**config.mk**
```make
export PLATFORM = sky130hd
export DESIGN_NAME = external_control_port
export DESIGN_NICKNAME = d
export VERILOG_FILES = /design/src/ecp_pkg.sv /design/src/edge_sync.sv /design/src/external_control_port.sv /design/src/irq_unit.sv
export SDC_FILE = /design/constraint.sdc
export NUM_CORES = 1
export LEC_CHECK = 0
export ABC_CLOCK_PERIOD_IN_PS = 2250
export BUFFER_PORTS_ARGS = -buffer_cell sky130_fd_sc_hd__buf_4
export CORE_UTILIZATION = 53
export DETAILED_ROUTE_END_ITERATION = 10
export GPL_TIMING_DRIVEN = 0
export HOLD_SLACK_MARGIN = 0.08
export PLACE_DENSITY = 0.87
export SYNTH_ARGS = -nofsm -noshare
export SYNTH_HDL_FRONTEND = slang
export SYNTH_SLANG_ARGS = --single-unit
```
**constraint.sdc**
```tcl
create_clock -name pclk -period 2.25 [get_ports pclk]
set_input_delay 0.225 -clock pclk [delete_from_list [all_inputs] [get_ports pclk]]
set_output_delay 0.225 -clock pclk [all_outputs]
set_load 0.01 [all_outputs]
```
**src/ecp_pkg.sv**
```systemverilog
// Shared constants and types for the external control port
package ecp_pkg;

  localparam int unsigned ADDR_W  = 8;
  localparam int unsigned DATA_W  = 32;
  localparam int unsigned NUM_CH  = 4;

  // Register byte offsets
  localparam logic [7:0] OFF_CTRL     = 8'h00;
  localparam logic [7:0] OFF_STATUS   = 8'h04;
  localparam logic [7:0] OFF_IRQ_STAT = 8'h08;
  localparam logic [7:0] OFF_IRQ_MASK = 8'h0c;
  localparam logic [7:0] OFF_EVENT    = 8'h10;
  localparam logic [7:0] OFF_JUDGE    = 8'h14;
  localparam logic [7:0] OFF_CHECK    = 8'h18;

  // Field positions
  localparam int unsigned CTRL_EXT_ACQUIRE_PULSE = 0;
  localparam int unsigned EV_ACQ_DONE   = 0;
  localparam int unsigned EV_JUDGE_DONE = 1;
  localparam int unsigned JUDGE_HI_LSB  = 0;
  localparam int unsigned JUDGE_IN_LSB  = 4;
  localparam int unsigned JUDGE_LO_LSB  = 8;
  localparam int unsigned CHECK_GO_LSB  = 0;
  localparam int unsigned CHECK_OPEN    = 4;
  localparam int unsigned CHECK_ERR     = 5;
  localparam int unsigned STAT_VALID    = 4;
  localparam int unsigned STAT_LOCK     = 5;
  localparam int unsigned STAT_HALT     = 6;

  // Pin input indices
  localparam int unsigned IN_ACQUIRE_PULSE   = 0;
  localparam int unsigned IN_CHECK  = 1;
  localparam int unsigned IN_OPEN   = 2;
  localparam int unsigned IN_START  = 3;
  localparam int unsigned IN_STOP   = 4;
  localparam int unsigned IN_WIPE   = 5;
  localparam int unsigned IN_FREEZE = 6;
  localparam int unsigned NUM_IN    = 7;

  // Interrupt bits: 0..5 follow input indices, then done
  localparam int unsigned IRQ_DONE = 6;
  localparam int unsigned IRQ_W    = 7;

  // Reset values
  localparam logic       RST_EXT_ACQUIRE_PULSE = 1'b0;
  localparam logic       RST_DONE     = 1'b1;
  localparam logic [6:0] RST_MASK     = 7'h00;

  typedef enum logic [3:0] {
    ST_IDLE  = 4'b0001,
    ST_ARMED = 4'b0010,
    ST_MEAS  = 4'b0100,
    ST_JUDGE = 4'b1000
  } meas_state_t;

endpackage

```
**src/edge_sync.sv**
```systemverilog
// Two-flop synchroniser with rising-edge pulse per input
`timescale 1ns/1ps
module edge_sync #(
  parameter int unsigned W = 7
) (
  input  wire logic         pclk,
  input  wire logic         presetn,
  input  wire logic [W-1:0] raw,
  output logic      [W-1:0] level,
  output logic      [W-1:0] rise
);
  typedef struct packed {
    logic [W-1:0] s1;
    logic [W-1:0] s2;
    logic [W-1:0] s3;
  } sync_t;

  sync_t cur;
  sync_t next_cur;

  always_comb begin
    next_cur    = cur;
    next_cur.s1 = raw;
    next_cur.s2 = cur.s1;
    next_cur.s3 = cur.s2;
  end

  always_ff @(posedge pclk or negedge presetn) begin
    if (!presetn) begin
      cur <= '0;
    end else begin
      cur <= next_cur;
    end
  end

  assign level = cur.s2;
  // Only stages two and three are compared; stage one may be metastable
  assign rise  = cur.s2 & ~cur.s3;

  a_rise_single: assert property (@(posedge pclk) disable iff (!presetn)
    |rise |=> ((rise & $past(rise)) == '0))
    else $error("edge pulse lasted more than one cycle");
endmodule

```
**src/external_control_port.sv**
```systemverilog
// Isolated external control port: pin commands, judgment outputs, APB registers
`timescale 1ns/1ps
// What this block does
// - Done and conversion flags on at reset
// - Wipe acts once per input edge
// - Key lock follows freeze input level
// - Open correction request sets an interrupt bit on each edge
// - Check, trigger, start, stop are edge commands
// - Four channels of held judgment outputs
// - Contact pass, open pass, error outputs
// - Done flag only after measure and judgment
// - Start measures internal, arms under external
// - Stop halts, or aborts without update
// - Wipe only when idle or armed, then no result
module external_control_port #(
  parameter int unsigned CH = ecp_pkg::NUM_CH
) (
  input  wire logic                       pclk,
  input  wire logic                       presetn,
  input  wire logic                       psel,
  input  wire logic                       penable,
  input  wire logic                       pwrite,
  input  wire logic [ecp_pkg::ADDR_W-1:0] paddr,
  input  wire logic [ecp_pkg::DATA_W-1:0] pwdata,
  output logic      [ecp_pkg::DATA_W-1:0] prdata,
  output logic                            pready,
  output logic                            pslverr,
  input  wire logic                       acquire_pulse,
  input  wire logic                       contact_check_request,
  input  wire logic                       open_correct_request,
  input  wire logic                       start_request,
  input  wire logic                       stop_request,
  input  wire logic                       result_wipe_request,
  input  wire logic                       panel_freeze_request,
  output logic                            measure_done_flag,
  output logic                            conversion_done_flag,
  output logic                            error_flag,
  output logic                            open_pass_flag,
  output logic      [CH-1:0]              contact_pass_flag,
  output logic      [CH-1:0]              above_upper_limit_flag,
  output logic      [CH-1:0]              pass_band_flag,
  output logic      [CH-1:0]              under_bottom_limit_flag,
  output logic                            panel_locked,
  output logic                            irq
);
  import ecp_pkg::*;

  typedef struct packed {
    meas_state_t       state;
    logic              ext_acquire_pulse;
    logic              halt;
    logic              conv_done;
    logic              meas_done;
    logic              err;
    logic              open_go;
    logic [CH-1:0]     contact;
    logic [CH-1:0]     hi;
    logic [CH-1:0]     inb;
    logic [CH-1:0]     lo;
    logic [CH-1:0]     stage_hi;
    logic [CH-1:0]     stage_in;
    logic [CH-1:0]     stage_lo;
    logic              valid;
    logic              locked;
    logic              pready;
    logic              pslverr;
    logic [DATA_W-1:0] prdata;
  } port_state_t;

  port_state_t cur;
  port_state_t next_cur;

  logic [NUM_IN-1:0] pin_level;
  logic [NUM_IN-1:0] pin_rise;
  logic [IRQ_W-1:0]  irq_status;
  logic [IRQ_W-1:0]  irq_mask;
  logic [IRQ_W-1:0]  irq_set;
  logic              done_ev;
  logic              wr_fire;
  logic              clr_we;
  logic              mask_we;

  edge_sync #(.W(NUM_IN)) u_sync (
    .pclk    (pclk),
    .presetn (presetn),
    .raw     ({panel_freeze_request, result_wipe_request, stop_request, start_request,
                open_correct_request, contact_check_request, acquire_pulse}),
    .level   (pin_level),
    .rise    (pin_rise)
  );

  // Command edges are handed to firmware as sticky interrupt bits
  assign irq_set = {done_ev, pin_rise[IN_WIPE:IN_ACQUIRE_PULSE]};
  assign clr_we  = wr_fire && (paddr == OFF_IRQ_STAT);
  assign mask_we = wr_fire && (paddr == OFF_IRQ_MASK);

  irq_unit #(.W(IRQ_W)) u_irq (
    .pclk      (pclk),
    .presetn   (presetn),
    .set       (irq_set),
    .clr_we    (clr_we),
    .clr_data  (pwdata[IRQ_W-1:0]),
    .mask_we   (mask_we),
    .mask_data (pwdata[IRQ_W-1:0]),
    .status    (irq_status),
    .mask      (irq_mask),
    .irq       (irq)
  );

  assign wr_fire = psel && penable && cur.pready && pwrite;

  always_comb begin
    logic              start_ev;
    logic              stop_ev;
    logic              acquire_pulse_ev;
    logic              wipe_ev;
    logic              acq_ev;
    logic              judge_ev;
    logic              hit;
    logic [DATA_W-1:0] rd_val;
    start_ev = pin_rise[IN_START];
    stop_ev  = pin_rise[IN_STOP];
    acquire_pulse_ev  = pin_rise[IN_ACQUIRE_PULSE];
    wipe_ev  = pin_rise[IN_WIPE];
    acq_ev   = wr_fire && (paddr == OFF_EVENT) && pwdata[EV_ACQ_DONE];
    judge_ev = wr_fire && (paddr == OFF_EVENT) && pwdata[EV_JUDGE_DONE];
    hit      = 1'b1;
    rd_val   = '0;
    done_ev  = 1'b0;
    next_cur = cur;

    // Register read decode
    if (paddr == OFF_CTRL) begin
      rd_val[CTRL_EXT_ACQUIRE_PULSE] = cur.ext_acquire_pulse;
    end else if (paddr == OFF_STATUS) begin
      rd_val[3:0]        = cur.state;
      rd_val[STAT_VALID] = cur.valid;
      rd_val[STAT_LOCK]  = cur.locked;
      rd_val[STAT_HALT]  = cur.halt;
    end else if (paddr == OFF_IRQ_STAT) begin
      rd_val[IRQ_W-1:0] = irq_status;
    end else if (paddr == OFF_IRQ_MASK) begin
      rd_val[IRQ_W-1:0] = irq_mask;
    end else if (paddr == OFF_EVENT) begin
      rd_val = '0;
    end else if (paddr == OFF_JUDGE) begin
      rd_val[JUDGE_HI_LSB +: CH] = cur.stage_hi;
      rd_val[JUDGE_IN_LSB +: CH] = cur.stage_in;
      rd_val[JUDGE_LO_LSB +: CH] = cur.stage_lo;
    end else if (paddr == OFF_CHECK) begin
      rd_val[CHECK_GO_LSB +: CH] = cur.contact;
      rd_val[CHECK_OPEN]         = cur.open_go;
      rd_val[CHECK_ERR]          = cur.err;
    end else begin
      hit = 1'b0;
    end

    // One wait state: ready answers in the second access cycle
    next_cur.pready  = psel && penable && !cur.pready;
    next_cur.pslverr = psel && penable && !cur.pready && !hit;
    if (psel && penable && !cur.pready && !pwrite) begin
      next_cur.prdata = rd_val;
    end

    // Register writes
    if (wr_fire) begin
      if (paddr == OFF_CTRL) begin
        next_cur.ext_acquire_pulse = pwdata[CTRL_EXT_ACQUIRE_PULSE];
      end else if (paddr == OFF_JUDGE) begin
        next_cur.stage_hi = pwdata[JUDGE_HI_LSB +: CH];
        next_cur.stage_in = pwdata[JUDGE_IN_LSB +: CH];
        next_cur.stage_lo = pwdata[JUDGE_LO_LSB +: CH];
      end else if (paddr == OFF_CHECK) begin
        next_cur.contact = pwdata[CHECK_GO_LSB +: CH];
        next_cur.open_go = pwdata[CHECK_OPEN];
        next_cur.err     = pwdata[CHECK_ERR];
      end
    end

    next_cur.locked = pin_level[IN_FREEZE];

    case (cur.state)
      ST_IDLE: begin
        if (start_ev) begin
          next_cur.state = cur.ext_acquire_pulse ? ST_ARMED : ST_MEAS;
        end
      end
      ST_ARMED: begin
        if (stop_ev) begin
          next_cur.state = ST_IDLE;
        end else if (acquire_pulse_ev) begin
          next_cur.state = ST_MEAS;
        end
      end
      ST_MEAS: begin
        // In internal mode, done flags from the last judgment stand one cycle here, then drop
        next_cur.conv_done = 1'b0;
        next_cur.meas_done = 1'b0;
        if (stop_ev) begin
          next_cur.state = ST_IDLE;
        end else if (acq_ev) begin
          next_cur.conv_done = 1'b1;
          next_cur.state     = ST_JUDGE;
        end
      end
      ST_JUDGE: begin
        if (stop_ev && cur.ext_acquire_pulse) begin
          next_cur.state = ST_IDLE;
        end else if (judge_ev) begin
          // Judgment outputs move only here or on a wipe, so all three flags change together
          next_cur.hi        = cur.stage_hi;
          next_cur.inb       = cur.stage_in;
          next_cur.lo        = cur.stage_lo;
          next_cur.valid     = 1'b1;
          next_cur.meas_done = 1'b1;
          done_ev            = 1'b1;
          if (cur.halt || stop_ev) begin
            next_cur.state = ST_IDLE;
          end else begin
            next_cur.state = cur.ext_acquire_pulse ? ST_ARMED : ST_MEAS;
          end
        end else if (stop_ev) begin
          // Internal mode lets the running judgment finish first
          next_cur.halt = 1'b1;
        end
      end
      default: begin
        next_cur.state = ST_IDLE;
      end
    endcase

    if (next_cur.state != ST_JUDGE) begin
      next_cur.halt = 1'b0;
    end
    if (next_cur.state == ST_MEAS && cur.state != ST_MEAS && cur.state != ST_JUDGE) begin
      next_cur.conv_done = 1'b0;
      next_cur.meas_done = 1'b0;
    end

    // Wipe is ignored while a measurement runs
    if (wipe_ev && (cur.state == ST_IDLE || cur.state == ST_ARMED)) begin
      next_cur.hi    = '0;
      next_cur.inb   = '0;
      next_cur.lo    = '0;
      next_cur.valid = 1'b0;
    end
  end

  always_ff @(posedge pclk or negedge presetn) begin
    if (!presetn) begin
      cur           <= '0;
      cur.state     <= ST_IDLE;
      cur.ext_acquire_pulse  <= RST_EXT_ACQUIRE_PULSE;
      cur.conv_done <= RST_DONE;
      cur.meas_done <= RST_DONE;
    end else begin
      cur <= next_cur;
    end
  end

  assign prdata                  = cur.prdata;
  assign pready                  = cur.pready;
  assign pslverr                 = cur.pslverr;
  assign measure_done_flag       = cur.meas_done;
  assign conversion_done_flag    = cur.conv_done;
  assign error_flag              = cur.err;
  assign open_pass_flag          = cur.open_go;
  assign contact_pass_flag       = cur.contact;
  assign above_upper_limit_flag  = cur.hi;
  assign pass_band_flag          = cur.inb;
  assign under_bottom_limit_flag = cur.lo;
  assign panel_locked            = cur.locked;

  a_done_fall_meas: assert property (@(posedge pclk) disable iff (!presetn)
    $fell(measure_done_flag) || $fell(conversion_done_flag)
    |-> (cur.state == ST_MEAS || $past(cur.state) == ST_MEAS))
    else $error("done flag dropped outside a new measurement");

  a_done_after_judge: assert property (@(posedge pclk) disable iff (!presetn)
    $rose(measure_done_flag) |-> $past(cur.state) == ST_JUDGE && conversion_done_flag)
    else $error("done flag rose before judgment");

  a_wipe_clears: assert property (@(posedge pclk) disable iff (!presetn)
    pin_rise[IN_WIPE] && cur.state == ST_IDLE
    |=> above_upper_limit_flag == '0 && pass_band_flag == '0 && !cur.valid)
    else $error("wipe did not clear result");

  a_wipe_busy: assert property (@(posedge pclk) disable iff (!presetn)
    pin_rise[IN_WIPE] && cur.state == ST_MEAS |=> $stable(under_bottom_limit_flag))
    else $error("wipe acted during a measurement");

  a_lock_level: assert property (@(posedge pclk) disable iff (!presetn)
    ##1 panel_locked == $past(pin_level[IN_FREEZE]))
    else $error("key lock does not follow freeze level");

  a_open_edge: assert property (@(posedge pclk) disable iff (!presetn)
    pin_rise[IN_OPEN] |=> irq_status[IN_OPEN])
    else $error("open correction request not flagged");

  a_start_mode: assert property (@(posedge pclk) disable iff (!presetn)
    pin_rise[IN_START] && !pin_rise[IN_STOP] && cur.state == ST_IDLE
    |=> cur.state == ($past(cur.ext_acquire_pulse) ? ST_ARMED : ST_MEAS))
    else $error("start edge gave wrong state");

  a_stop_abort: assert property (@(posedge pclk) disable iff (!presetn)
    pin_rise[IN_STOP] && cur.ext_acquire_pulse && cur.state == ST_JUDGE
    |=> cur.state == ST_IDLE && $stable(pass_band_flag))
    else $error("external stop updated the result");

  a_judge_held: assert property (@(posedge pclk) disable iff (!presetn)
    $changed(above_upper_limit_flag) |-> $past(cur.state) == ST_JUDGE || $past(pin_rise[IN_WIPE]))
    else $error("judgment output changed without cause");

  a_acquire_pulse_ignored: assert property (@(posedge pclk) disable iff (!presetn)
    pin_rise[IN_ACQUIRE_PULSE] && cur.state == ST_IDLE && !pin_rise[IN_START] |=> cur.state == ST_IDLE)
    else $error("trigger accepted before start");

  c_ext_cycle: cover property (@(posedge pclk) disable iff (!presetn)
    cur.state == ST_ARMED ##1 cur.state == ST_MEAS);
  c_done: cover property (@(posedge pclk) disable iff (!presetn) $rose(measure_done_flag));
  c_wipe: cover property (@(posedge pclk) disable iff (!presetn)
    pin_rise[IN_WIPE] && cur.valid && cur.state == ST_IDLE);
  c_abort: cover property (@(posedge pclk) disable iff (!presetn)
    pin_rise[IN_STOP] && cur.state == ST_JUDGE);
endmodule

```
**src/irq_unit.sv**
```systemverilog
// Sticky interrupt status with mask and level output
`timescale 1ns/1ps
module irq_unit #(
  parameter int unsigned W = 7
) (
  input  wire logic         pclk,
  input  wire logic         presetn,
  input  wire logic [W-1:0] set,
  input  wire logic         clr_we,
  input  wire logic [W-1:0] clr_data,
  input  wire logic         mask_we,
  input  wire logic [W-1:0] mask_data,
  output logic      [W-1:0] status,
  output logic      [W-1:0] mask,
  output logic              irq
);
  import ecp_pkg::*;

  typedef struct packed {
    logic [W-1:0] status;
    logic [W-1:0] mask;
    logic         irq;
  } irq_state_t;

  irq_state_t cur;
  irq_state_t next_cur;

  always_comb begin
    next_cur = cur;
    // Set beats a simultaneous write-one-to-clear
    next_cur.status = (cur.status & ~(clr_we ? clr_data : '0)) | set;
    if (mask_we) begin
      next_cur.mask = mask_data;
    end
    next_cur.irq = |(next_cur.status & next_cur.mask);
  end

  always_ff @(posedge pclk or negedge presetn) begin
    if (!presetn) begin
      cur      <= '0;
      cur.mask <= W'(RST_MASK);
    end else begin
      cur <= next_cur;
    end
  end

  assign status = cur.status;
  assign mask   = cur.mask;
  assign irq    = cur.irq;

  a_set_wins: assert property (@(posedge pclk) disable iff (!presetn)
    (set != '0) |=> ((status & $past(set)) == $past(set)))
    else $error("event lost against clear");
endmodule

```
Word level (Yosys, flattened, before mapping)
Cells that the tools add are included.

Input port bits: 52. RAM bits: 0. Memories: 0. Register bits: 109. Bits in latches: 0. Bits in read-only memories: 0.

Reductions and logical operators: 34. Multiplexer cells: 52. Bitwise gates (word level): 8. Div/mod/pow operators: 0. Shifts and indexed selects: 0. Eq/ne operators: 19. $mul: 0. Add/subtract/negate cells: 0. $lt $le $gt $ge: 0.

Operator list (count): $mux 12 (5); $mux 7 (5); $mux 31 (1); $mux 4 (7); $eq 8x5->1 const B (3); $mux 1 (23); $mux 6 (3); $eq 8x4->1 const B (2); $pmux 4 s4 (1); $logic_and 1x1->1 (15); $mux 5 (3); $and 7x7->7 (2); $reduce_bool 2->1 (5); $reduce_and 3->1 (3); $eq 4x3->1 const B (2); $eq 8x3->1 const B (1); $logic_not 8->1 (1); $ne 4x4->1 const B (2); $reduce_and 4->1 (2); $not 7->7 (1); $or 7x7->7 (1); $reduce_or 7->1 (1); $and 6x6->6 (1); $mux 3 (2); other kinds (14) (21).

Logic depth before layout (Yosys ltp)
Gate-level depths: netlist (run 1).

Depth in word-level cells: 13. Gate-level depth with buffers: 8. Gate-level depth less buffers: 5.

Cells and area by module
A second synthesis (run 1) with hierarchy kept.

Cells, all modules: 382. Area, all modules: 4330.4 um^2.

Modules (own cells, without submodules): external_control_port (times used 1, area an instance 3074.2 um^2, cells an instance 306, sequential area each 1355.0 um^2); edge_sync (times used 1, area an instance 674.4 um^2, cells an instance 35, sequential area each 525.5 um^2); irq_unit (times used 1, area an instance 581.8 um^2, cells an instance 41, sequential area each 375.4 um^2).

Worst setup path after synthesis (run 1)
OpenSTA, ideal clock, no wires.

Kind: input port to flip-flop. From: in paddr[7] (netlist name). To: reg u_irq.cur (netlist bit u_irq.irq). Path slack: 0.140 ns. Data arrival time: 1.967 ns. Stages on the path: 6. Path through: or4_1 -> buf_2 -> nor4_4 -> mux2_2 -> a222oi_1 -> nand4_1.

RTL lines: start: declaration (RTL line external_control_port.sv:23) `input wire logic [ecp_pkg::ADDR_W-1:0] paddr,`; end signal: assignment (RTL line irq_unit.sv:43) `cur <= next_cur;`; end: declaration (RTL line irq_unit.sv:25) `irq_state_t cur;`.

==> impl_metrics.toml, run 1 <==
[clock_network]
root_buffer = "clkbuf_8"
cts_tree = "yes"
insertion_delay_ns = 0.35
cts_buffer_depth = 2
htreeDepth = 3
clock-sinks = 89
path_clk_slew_ns = 0.09
numCtsBuffers = 9

[finish]
multi_input_area_um2 = 1456
final_cell_mix = "buf_4, dfrtp_1, nand2_1, o21ai_0, mux2_2"
nNetsFinal = 523
area_growth_pct = 23.78
post-route-util_pct = 68.60
mostFrequentLayoutCell = "buf_4"
finalInstanceArea_um2 = 5029
fillCellCount = 551
ff_latch_area_um2 = 2231
n_antenna_cell = 0
drive_above_1_share_pct = 37.82

[timing]
fmax_ghz = 0.4546
tightestPinTransition_ns = 1.088
finalCritPeriodShare_pct = 97.77
finalSetupViolations = 0
period_needed_ns = 2.200
max_slew_margin_pct = 27.46
final-hold-violation-count = 0
drv_slew = 0
skew_ns = 0.008800

[power_and_ir_drop]
intPower_w = 0.002158
vdd_drop_max_mv = 0.4339
clkPwrFrac_pct = 33.8
swShare_pct = 26.34
pwr-share-seq_pct = 56.6
total_power_w = 0.002930
combPwrFrac_pct = 9.6
cellLeakagePower_nw = 2.397
power_density_nw_per_um2 = 582.6
p_sw_w = 0.0007716

[floorplan]
die_h_um = 89.55
design.portCount = 108
start_util_pct = 55.42
core-area_um2 = 7331
die_w_um = 89.55
fp-row-count = 31
dieArea_um2 = 8019

[setup_path]
crit_family = "simple AND/OR/NAND/NOR gates"
critPathKind = "in2reg"
crit_path_cell_trace = "buf_4 -> or4_1 -> buf_2 -> nor4_4 -> buf_4 -> mux2_2 -> a222oi_1 -> nand4_1"
cp_max_fo = 6
cp_slowest_stage_delay_ns = 0.51
cp.depth = 8
worstPathBufferInverterCount = 3
worstPathArrival_ns = 2.42
cp-end-kind = "register"
crit_path_top_delay_cell = "or4_1"
cp.required_ns = 2.47
start_kind = "input port"
r2r_cells = 6
critPathMostFrequentCell = "buf_4"

[drt]
vias = 3205
drtIter0Drc = 351
ant_nets = 0
wire_per_inst_um = 16.43
wl_um = 9450
via_per_inst = 5.574
drc = 0
first_pass_iters = 5

[place]
dp.final_hpwl_um = 6690
gp_congestion = 0.9400
place_area_um2 = 4753
port-buffer-count = 66

[logic_synthesis]
synth-seq-cells = 89
syn_area_um2 = 4063
yosysSeqAreaShare_pct = 54.91
synth_ff_type = "dfrtp_1"
synth_cell_types = 50
netlist_instances = 364
async_reset_ff_share_pct = 100.0
synth_edf_count = 0
post_synth.cell_area_avg_um2 = 11.16
ys_warn_count = 0

[run_status]
status = "complete, no violations"

[global_routing]
overflow = 0
grt_max_degree = 90
antenna_found_initial = 0
first_global_vias = 3026
grt_pass1_wl_um = 14730
track_usage_pct = 24.78

[worst_hold_path]
hp-class = "in2async"

[run]
cap_violations = 0
per-stage QoR:
step	worst slack, ns	TNS (ns)	hold WS, ns	cells
floorplan	0.1405	0	-0.07059	383
global placement	-0.3549	-0.3549	0.3337	548
detailed placement	-0.3109	-0.3109	0.3347	548
CTS	0.02321	0	0.09165	573
global route	-0.006934	-0.006934	0.09155	575
finish	0.05009	0	0.04883	575
power groups by stage:
stage,Combinational [W],Sequential [W],Clock [W]
2_1_floorplan,0.000135,0.00168,0
3_3_place_gp,0.000258,0.00169,0
3_5_place_dp,0.000265,0.00169,0
4_1_cts,0.000276,0.00166,0.000994
5_1_grt,0.000310,0.00166,0.00107
6_report,0.000281,0.00166,0.000991
area by class of cell:
cell class,instances,share of cell area [%]
clock buffers,10,2.538
well taps,99,2.463
inverters,5,0.3732
repair buffers,77,11.84
plain buffers,64,8.609
clock inverters,6,0.8460
flip-flops and latches,89,44.36
multi-input cells,225,28.96
logic make-up (layout without fill, tap and decap cells):
kind of cell	after synthesis	in the layout	synth area share [%]
xor+xnor	1	1	0.2156
compound gates	79	79	13.03
simple gates	99	99	13.55
flops	89	89	54.91
buf+inv	69	162	11.00
mux	26	26	7.207
other cells	1	20	0.09230
state kept, by name (all words and copies together), names as in the netlist, 7 cells and up:
register,cells
prdata,12
cur,19
u_sync.cur,13
u_irq.mask,7
u_irq.status,7
u_sync.level,7
synth_stat cells, types with 2 or more instances:
library cell,number,share of area [%]
nor2_1,14,1.3
dfstp_2,3,1.9
o21a_1,3,0.55
dfrtp_1,86,53
o21ai_0,28,3.4
nand3b_1,2,0.37
or2_2,2,0.31
nand2_1,35,3.2
a31oi_1,3,0.46
nor3_1,9,1.1
a21oi_1,5,0.62
a22o_1,8,1.7
clkbuf_1,10,0.92
nor2b_1,4,0.62
nor4_1,2,0.31
a221oi_1,5,1.1
nand3_1,2,0.25
nor4b_1,2,0.43
nand2b_1,3,0.46
nor4_2,2,0.62
o22ai_1,2,0.31
a21o_1,2,0.37
buf_4,48,8.9
buf_2,6,0.74
o31ai_1,2,0.37
inv_1,5,0.46
nor4b_2,2,0.74
a311oi_1,2,0.43
a22oi_1,12,2.2
nand4_1,10,1.5
mux2_2,26,7.2
final timing paths:
path | startpoint | end | slack [ns]
max in group asynchronous | presetn | cur[47] | 1.48
max reg2reg | pready | u_irq.irq | 0.14
min in group pclk | pwdata[11] | cur[39] | 0.10
min | presetn | error_flag | 0.05
min reg2reg | u_sync.cur[18] | u_sync.level[4] | 0.35
max | paddr[7] | u_irq.irq | 0.05
what timing repair did:
item / CTS / global route
pin swaps: 1 / 4
setup endpoints to repair: 1 / 15
gates cloned: 0 / 0
hold buffers: 7 / 0
setup buffers: 2 / 2
hold endpoints to repair: 7 / 0
gates resized for setup: 0 / 5
metal layers:
layer | global-route usage [%] | up-vias | routed length (um)
met5 | 0 | - | 0
met4 | 8.369 | 0 | 265
met3 | 4.432 | 29 | 817
met2 | 39.88 | 194 | 4518
met1 | 34.15 | 1526 | 3849
li1 | - | 1456 | -
(Power assumes the default switching activity.)
==> run 2: changes to the inputs <==
--- a/config.mk
+++ b/config.mk
@@ -5,9 +5,10 @@
 export SDC_FILE = /design/constraint.sdc
 export NUM_CORES = 1
 export LEC_CHECK = 0
-export ABC_CLOCK_PERIOD_IN_PS = 2250
 export BUFFER_PORTS_ARGS = -buffer_cell sky130_fd_sc_hd__buf_4
-export CORE_UTILIZATION = 53
+export CELL_PAD_IN_SITES_DETAIL_PLACEMENT = 1
+export CELL_PAD_IN_SITES_GLOBAL_PLACEMENT = 1
+export CORE_UTILIZATION = 41
 export DETAILED_ROUTE_END_ITERATION = 10
 export GPL_TIMING_DRIVEN = 0
 export HOLD_SLACK_MARGIN = 0.08
==> impl_metrics.toml, run 2 (synthesized netlist as in run 1, its figures left out) <==
[setup_path]
cp_max_fo = 4
cp-startpoint = "pready"
worstPathBufferInverterCount = 1
cp_slowest_stage_delay_ns = 0.42
critPathKind = "reg2reg"
start_kind = "register"
cp.required_ns = 2.44
crit_path_top_delay_cell = "a222oi_1"
regToRegStartpoint = "pready"
crit_path_cell_trace = "nand4_1 -> nor4_4 -> buf_4 -> mux2_2 -> a222oi_1 -> nand4_1"
critPathMostFrequentCell = "nand4_1"
r2r_end = "u_irq.irq"
crit_family = "simple AND/OR/NAND/NOR gates"
r2r_slack_ns = 0.05
cp-end-kind = "register"
r2r_cells = 6
worstPathArrival_ns = 2.40
crit_end = "u_irq.irq"
cp.depth = 6

[global_routing]
track_usage_pct = 21.62
antenna_found_initial = 0
first_global_vias = 3318
overflow = 0
grt_pass1_wl_um = 16700
grt_max_degree = 90

[power_and_ir_drop]
vdd_drop_max_mv = 0.3910
total_power_w = 0.003161
power_density_nw_per_um2 = 616.7
cellLeakagePower_nw = 2.422

[finish]
regMostFlops = "cur"
area_growth_pct = 26.15
largest_reg_flops = 19
final_cell_mix = "buf_4, dfrtp_1, nand2_1, o21ai_0, mux2_2"
drive_above_1_share_pct = 38.24
nNetsFinal = 523
finalInstanceArea_um2 = 5125
mostFrequentLayoutCell = "buf_4"
post-route-util_pct = 54.43
n_antenna_cell = 0
fillCellCount = 1048

[drt]
first_pass_iters = 4
wl_um = 10550
vias = 3159
ant_nets = 0
via_per_inst = 5.221
drtIter0Drc = 174
drc = 0
wire_per_inst_um = 17.44

[timing]
drv_slew = 0
rsz0062_at_grt = "yes"
fmax_ghz = 0.4536
setup_tns_ns = 0
period_needed_ns = 2.205
tightestPinTransition_ns = 1.118
finalSetupViolations = 0
finalWorstSetupSlack_ns = 0.04522
skew_ns = 0.009152
max_slew_margin_pct = 25.47
final-hold-violation-count = 0
finalCritPeriodShare_pct = 97.99

[place]
dp.final_hpwl_um = 7763
gp_congestion = 0.8455
dpl_worst_slack_ns = -0.4410
place_area_um2 = 4791
port-buffer-count = 66

[floorplan]
die_w_um = 101.5
design.portCount = 108
core-area_um2 = 9415
start_util_pct = 43.15
dieArea_um2 = 10310
fp-row-count = 35
die_h_um = 101.5

[clock_network]
cts_buffer_depth = 2
clock-sinks = 89
htreeDepth = 3
numCtsBuffers = 9
insertion_delay_ns = 0.35
path_clk_slew_ns = 0.08
root_buffer = "clkbuf_8"
cts_tree = "yes"

[worst_hold_path]
hp-class = "in2async"

[run]
cap_violations = 0

[run_status]
status = "complete, no violations"
-- run 2: worst register-to-register path: cells and delay by family (launching register included) --
family	cells	cell delay [ns]
AOI/OAI and AO/OA	1	0.42
buffers and inverters	1	0.19
DFF	1	0.37
muxes	1	0.35
and+or+nand+nor	3	0.72
-- run 2: layer usage --
layer / share of wire, % / global-route usage [%] / up-vias
met4: 1.2 / 6.689 / 0
li1: - / - / 1455
met1: 40 / 27.50 / 1594
met2: 52 / 37.73 / 100
met5: 0 / 0 / -
met3: 6.4 / 3.520 / 10
-- run 2: worst min path at each step --
stage | endpoint | slack (ns) | depth (start not counted) | start
global placement | u_sync.level[5] | 0.33 | 0 | u_sync.cur[19]
detailed placement | u_sync.cur[17] | 0.34 | 1 | start_request
finish | above_upper_limit_flag[1] | 0.06 | 1 | presetn
CTS | cur[36] | 0.09 | 2 | pwdata[8]
global route | cur[37] | 0.09 | 2 | pwdata[9]
floorplan | above_upper_limit_flag[0] | -0.07 | 0 | presetn
-- run 2: what timing repair did --
item,in CTS,in global routing
hold buffers,7,0
gates resized for setup,1,6
setup endpoints to repair,1,14
pin swaps,2,3
setup buffers,3,1
hold endpoints to repair,7,0
-- run 2: area by class of cell --
cell class	count	area, um2	share of cell area (%)
Clock inverter	6	90.09	1.758
Sequential cell	89	2231	43.53
Multi-Input combinational cell	225	1468	28.64
Inverter	5	18.77	0.3662
Tap cell	129	161.4	3.149
Clock buffer	10	127.6	2.490
Buffer	64	432.9	8.447
Timing Repair Buffer	77	595.6	11.62
-- run 2: power breakdown --
part | leakage, nW | switching [W] | internal, W | total [W]
logic | 1.17 | 0.000170 | 0.000118 | 0.000288
registers | 1.14 | 0.0000206 | 0.00164 | 0.00166
clock network | 0.107 | 0.000584 | 0.000633 | 0.00122
-- run 2: metrics by stage --
step,cells,hold slack (ns)
5_1_grt,605,0.09222
4_1_cts,604,0.09212
6_report,605,0.05899
3_5_place_dp,578,0.3355
3_3_place_gp,578,0.3318
2_1_floorplan,383,-0.07059
==> run 3: changes to the inputs <==
--- a/config.mk
+++ b/config.mk
@@ -8,11 +8,12 @@
 export BUFFER_PORTS_ARGS = -buffer_cell sky130_fd_sc_hd__buf_4
 export CELL_PAD_IN_SITES_DETAIL_PLACEMENT = 1
 export CELL_PAD_IN_SITES_GLOBAL_PLACEMENT = 1
-export CORE_UTILIZATION = 41
+export CORE_UTILIZATION = 42
+export CTS_BUF_LIST = sky130_fd_sc_hd__clkbuf_8
 export DETAILED_ROUTE_END_ITERATION = 10
 export GPL_TIMING_DRIVEN = 0
 export HOLD_SLACK_MARGIN = 0.08
-export PLACE_DENSITY = 0.87
+export PLACE_DENSITY = 0.89
 export SYNTH_ARGS = -nofsm -noshare
 export SYNTH_HDL_FRONTEND = slang
 export SYNTH_SLANG_ARGS = --single-unit
==> impl_metrics.toml, run 3 (synthesized netlist as in run 1, its figures left out) <==
[run]
cap_violations = 0

[floorplan]
core-area_um2 = 9284
die_w_um = 100.4
design.portCount = 108
start_util_pct = 43.76
die_h_um = 100.4
dieArea_um2 = 10070
fp-row-count = 35

[finish]
drive_above_1_share_pct = 39.33
area_growth_pct = 27.53
fillCellCount = 1037
finalInstanceArea_um2 = 5181
post-route-util_pct = 55.81
mostFrequentLayoutCell = "buf_4"
n_antenna_cell = 0
largest_reg_flops = 19
final_cell_mix = "buf_4, dfrtp_1, nand2_1, o21ai_0, mux2_2"
nNetsFinal = 525
regMostFlops = "cur"

[clock_network]
root_buffer = "clkbuf_8"
cts_tree = "yes"
insertion_delay_ns = 0.37
cts_buffer_depth = 2
numCtsBuffers = 9
clock-sinks = 89
htreeDepth = 3
path_clk_slew_ns = 0.09

[setup_path]
r2r_cells = 8
start_kind = "input port"
critPathMostFrequentCell = "buf_6"
cp_max_fo = 5
cp_slowest_stage_delay_ns = 0.53
r2r_slack_ns = 0.12
r2r_end = "above_upper_limit_flag[0]"
crit_path_top_delay_cell = "or4_4"
cp-startpoint = "paddr[7]"
cp-end-kind = "register"
crit_path_cell_trace = "buf_4 -> or4_4 -> buf_6 -> nor4_4 -> buf_6 -> mux2_4 -> a222oi_1 -> nand4_1"
regToRegStartpoint = "pready"
cp.required_ns = 2.48
worstPathArrival_ns = 2.37
crit_end = "u_irq.irq"
critPathKind = "in2reg"

[worst_hold_path]
hp-class = "in2async"

[power_and_ir_drop]
power_density_nw_per_um2 = 619.7
vdd_drop_max_mv = 0.4615
cellLeakagePower_nw = 2.452
total_power_w = 0.003211

[global_routing]
grt_pass1_wl_um = 17450
busiest_layer = "met2"
overflow = 0
grt_util_met2_pct = 40.20
antenna_found_initial = 0
grt_use_met1_pct = 27.38
grt_max_degree = 90
first_global_vias = 3395
use_met3_pct = 4.109
track_usage_pct = 23.07

[place]
dp.final_hpwl_um = 7809
dpl_worst_slack_ns = -0.3743
gp_congestion = 0.8562
place_area_um2 = 4791
port-buffer-count = 66

[run_status]
status = "complete, no violations"

[drt]
via_per_inst = 5.267
first_pass_iters = 4
ant_nets = 0
wire_per_inst_um = 18.39
drtIter0Drc = 184
wl_um = 11160
vias = 3197
drc = 0

[timing]
fmax_ghz = 0.4661
rsz0062_at_grt = "yes"
max_slew_margin_pct = 26.19
final-hold-violation-count = 0
finalSetupViolations = 0
period_needed_ns = 2.145
finalWorstSetupSlack_ns = 0.1046
skew_ns = 0.005802
drv_slew = 0
finalCritPeriodShare_pct = 95.35
tightestPinTransition_ns = 1.107
[run 3: worst min path at each step]
| stage | slack [ns] | from | endpoint |
|---|---|---|---|
| 6_report | 0.05 | presetn | above_upper_limit_flag[2] |
| 5_1_grt | 0.1 | pwdata[8] | cur[36] |
| 4_1_cts | 0.1 | pwdata[11] | cur[39] |
| 3_5_place_dp | 0.34 | contact_check_request | u_sync.cur[15] |
| 3_3_place_gp | 0.33 | u_sync.cur[19] | u_sync.level[5] |
| 2_1_floorplan | -0.07 | presetn | above_upper_limit_flag[0] |
[run 3: worst max-delay path, delay by kind of cell]
kind | cells | cell delay [ns]
AND/OR/NAND/NOR | 3 | 0.95
multiplexers | 1 | 0.31
buffers and inverters | 3 | 0.45
AO/OA/AOI/OAI | 1 | 0.42
[run 3: final cells by class]
cell class              instances  area [um2]  area share, %
flip-flops and latches         89        2232          43.08
multi-input cells             225        1483          28.62
repair buffers                 80       621.8          12.00
plain buffers                  63       435.4          8.404
well taps                     129       161.4          3.115
clock buffers                  10       137.6          2.656
clock inverters                 6       91.34          1.763
inverters                       5       18.77         0.3622
[run 3: stage by stage]
stage	setup TNS, ns	hold slack [ns]	cells
after global routing	-0.005410	0.09846	607
after CTS	-0.1426	0.09991	601
after floorplan	0	-0.07059	383
after detailed placement	-1.310	0.3354	578
after global placement	-0.3627	0.3322	578
final	0	0.04538	607
[run 3: power breakdown]
group          total, W  internal, W  leakage [nW]  switching, W
registers       0.00166      0.00164          1.14     0.0000212
clock network   0.00126     0.000662         0.116      0.000601
logic          0.000291     0.000117          1.19      0.000174
total           0.00321      0.00241          2.45      0.000796
[run 3: metal layers]
metal	share of wire, %	up-vias
met5	0	-
met3	5.0	24
li1	-	1449
met2	52	101
met1	40	1623
met4	2.9	0
[run 3: repair_timing]
item / in CTS / in global routing
pin swaps: 1 / 4
buffers inserted: 0 / 7
endpoints found under the setup margin: 15 / 11
hold buffers: 7 / 0
resized for setup: 3 / 12
endpoints found under the hold margin: 7 / 0
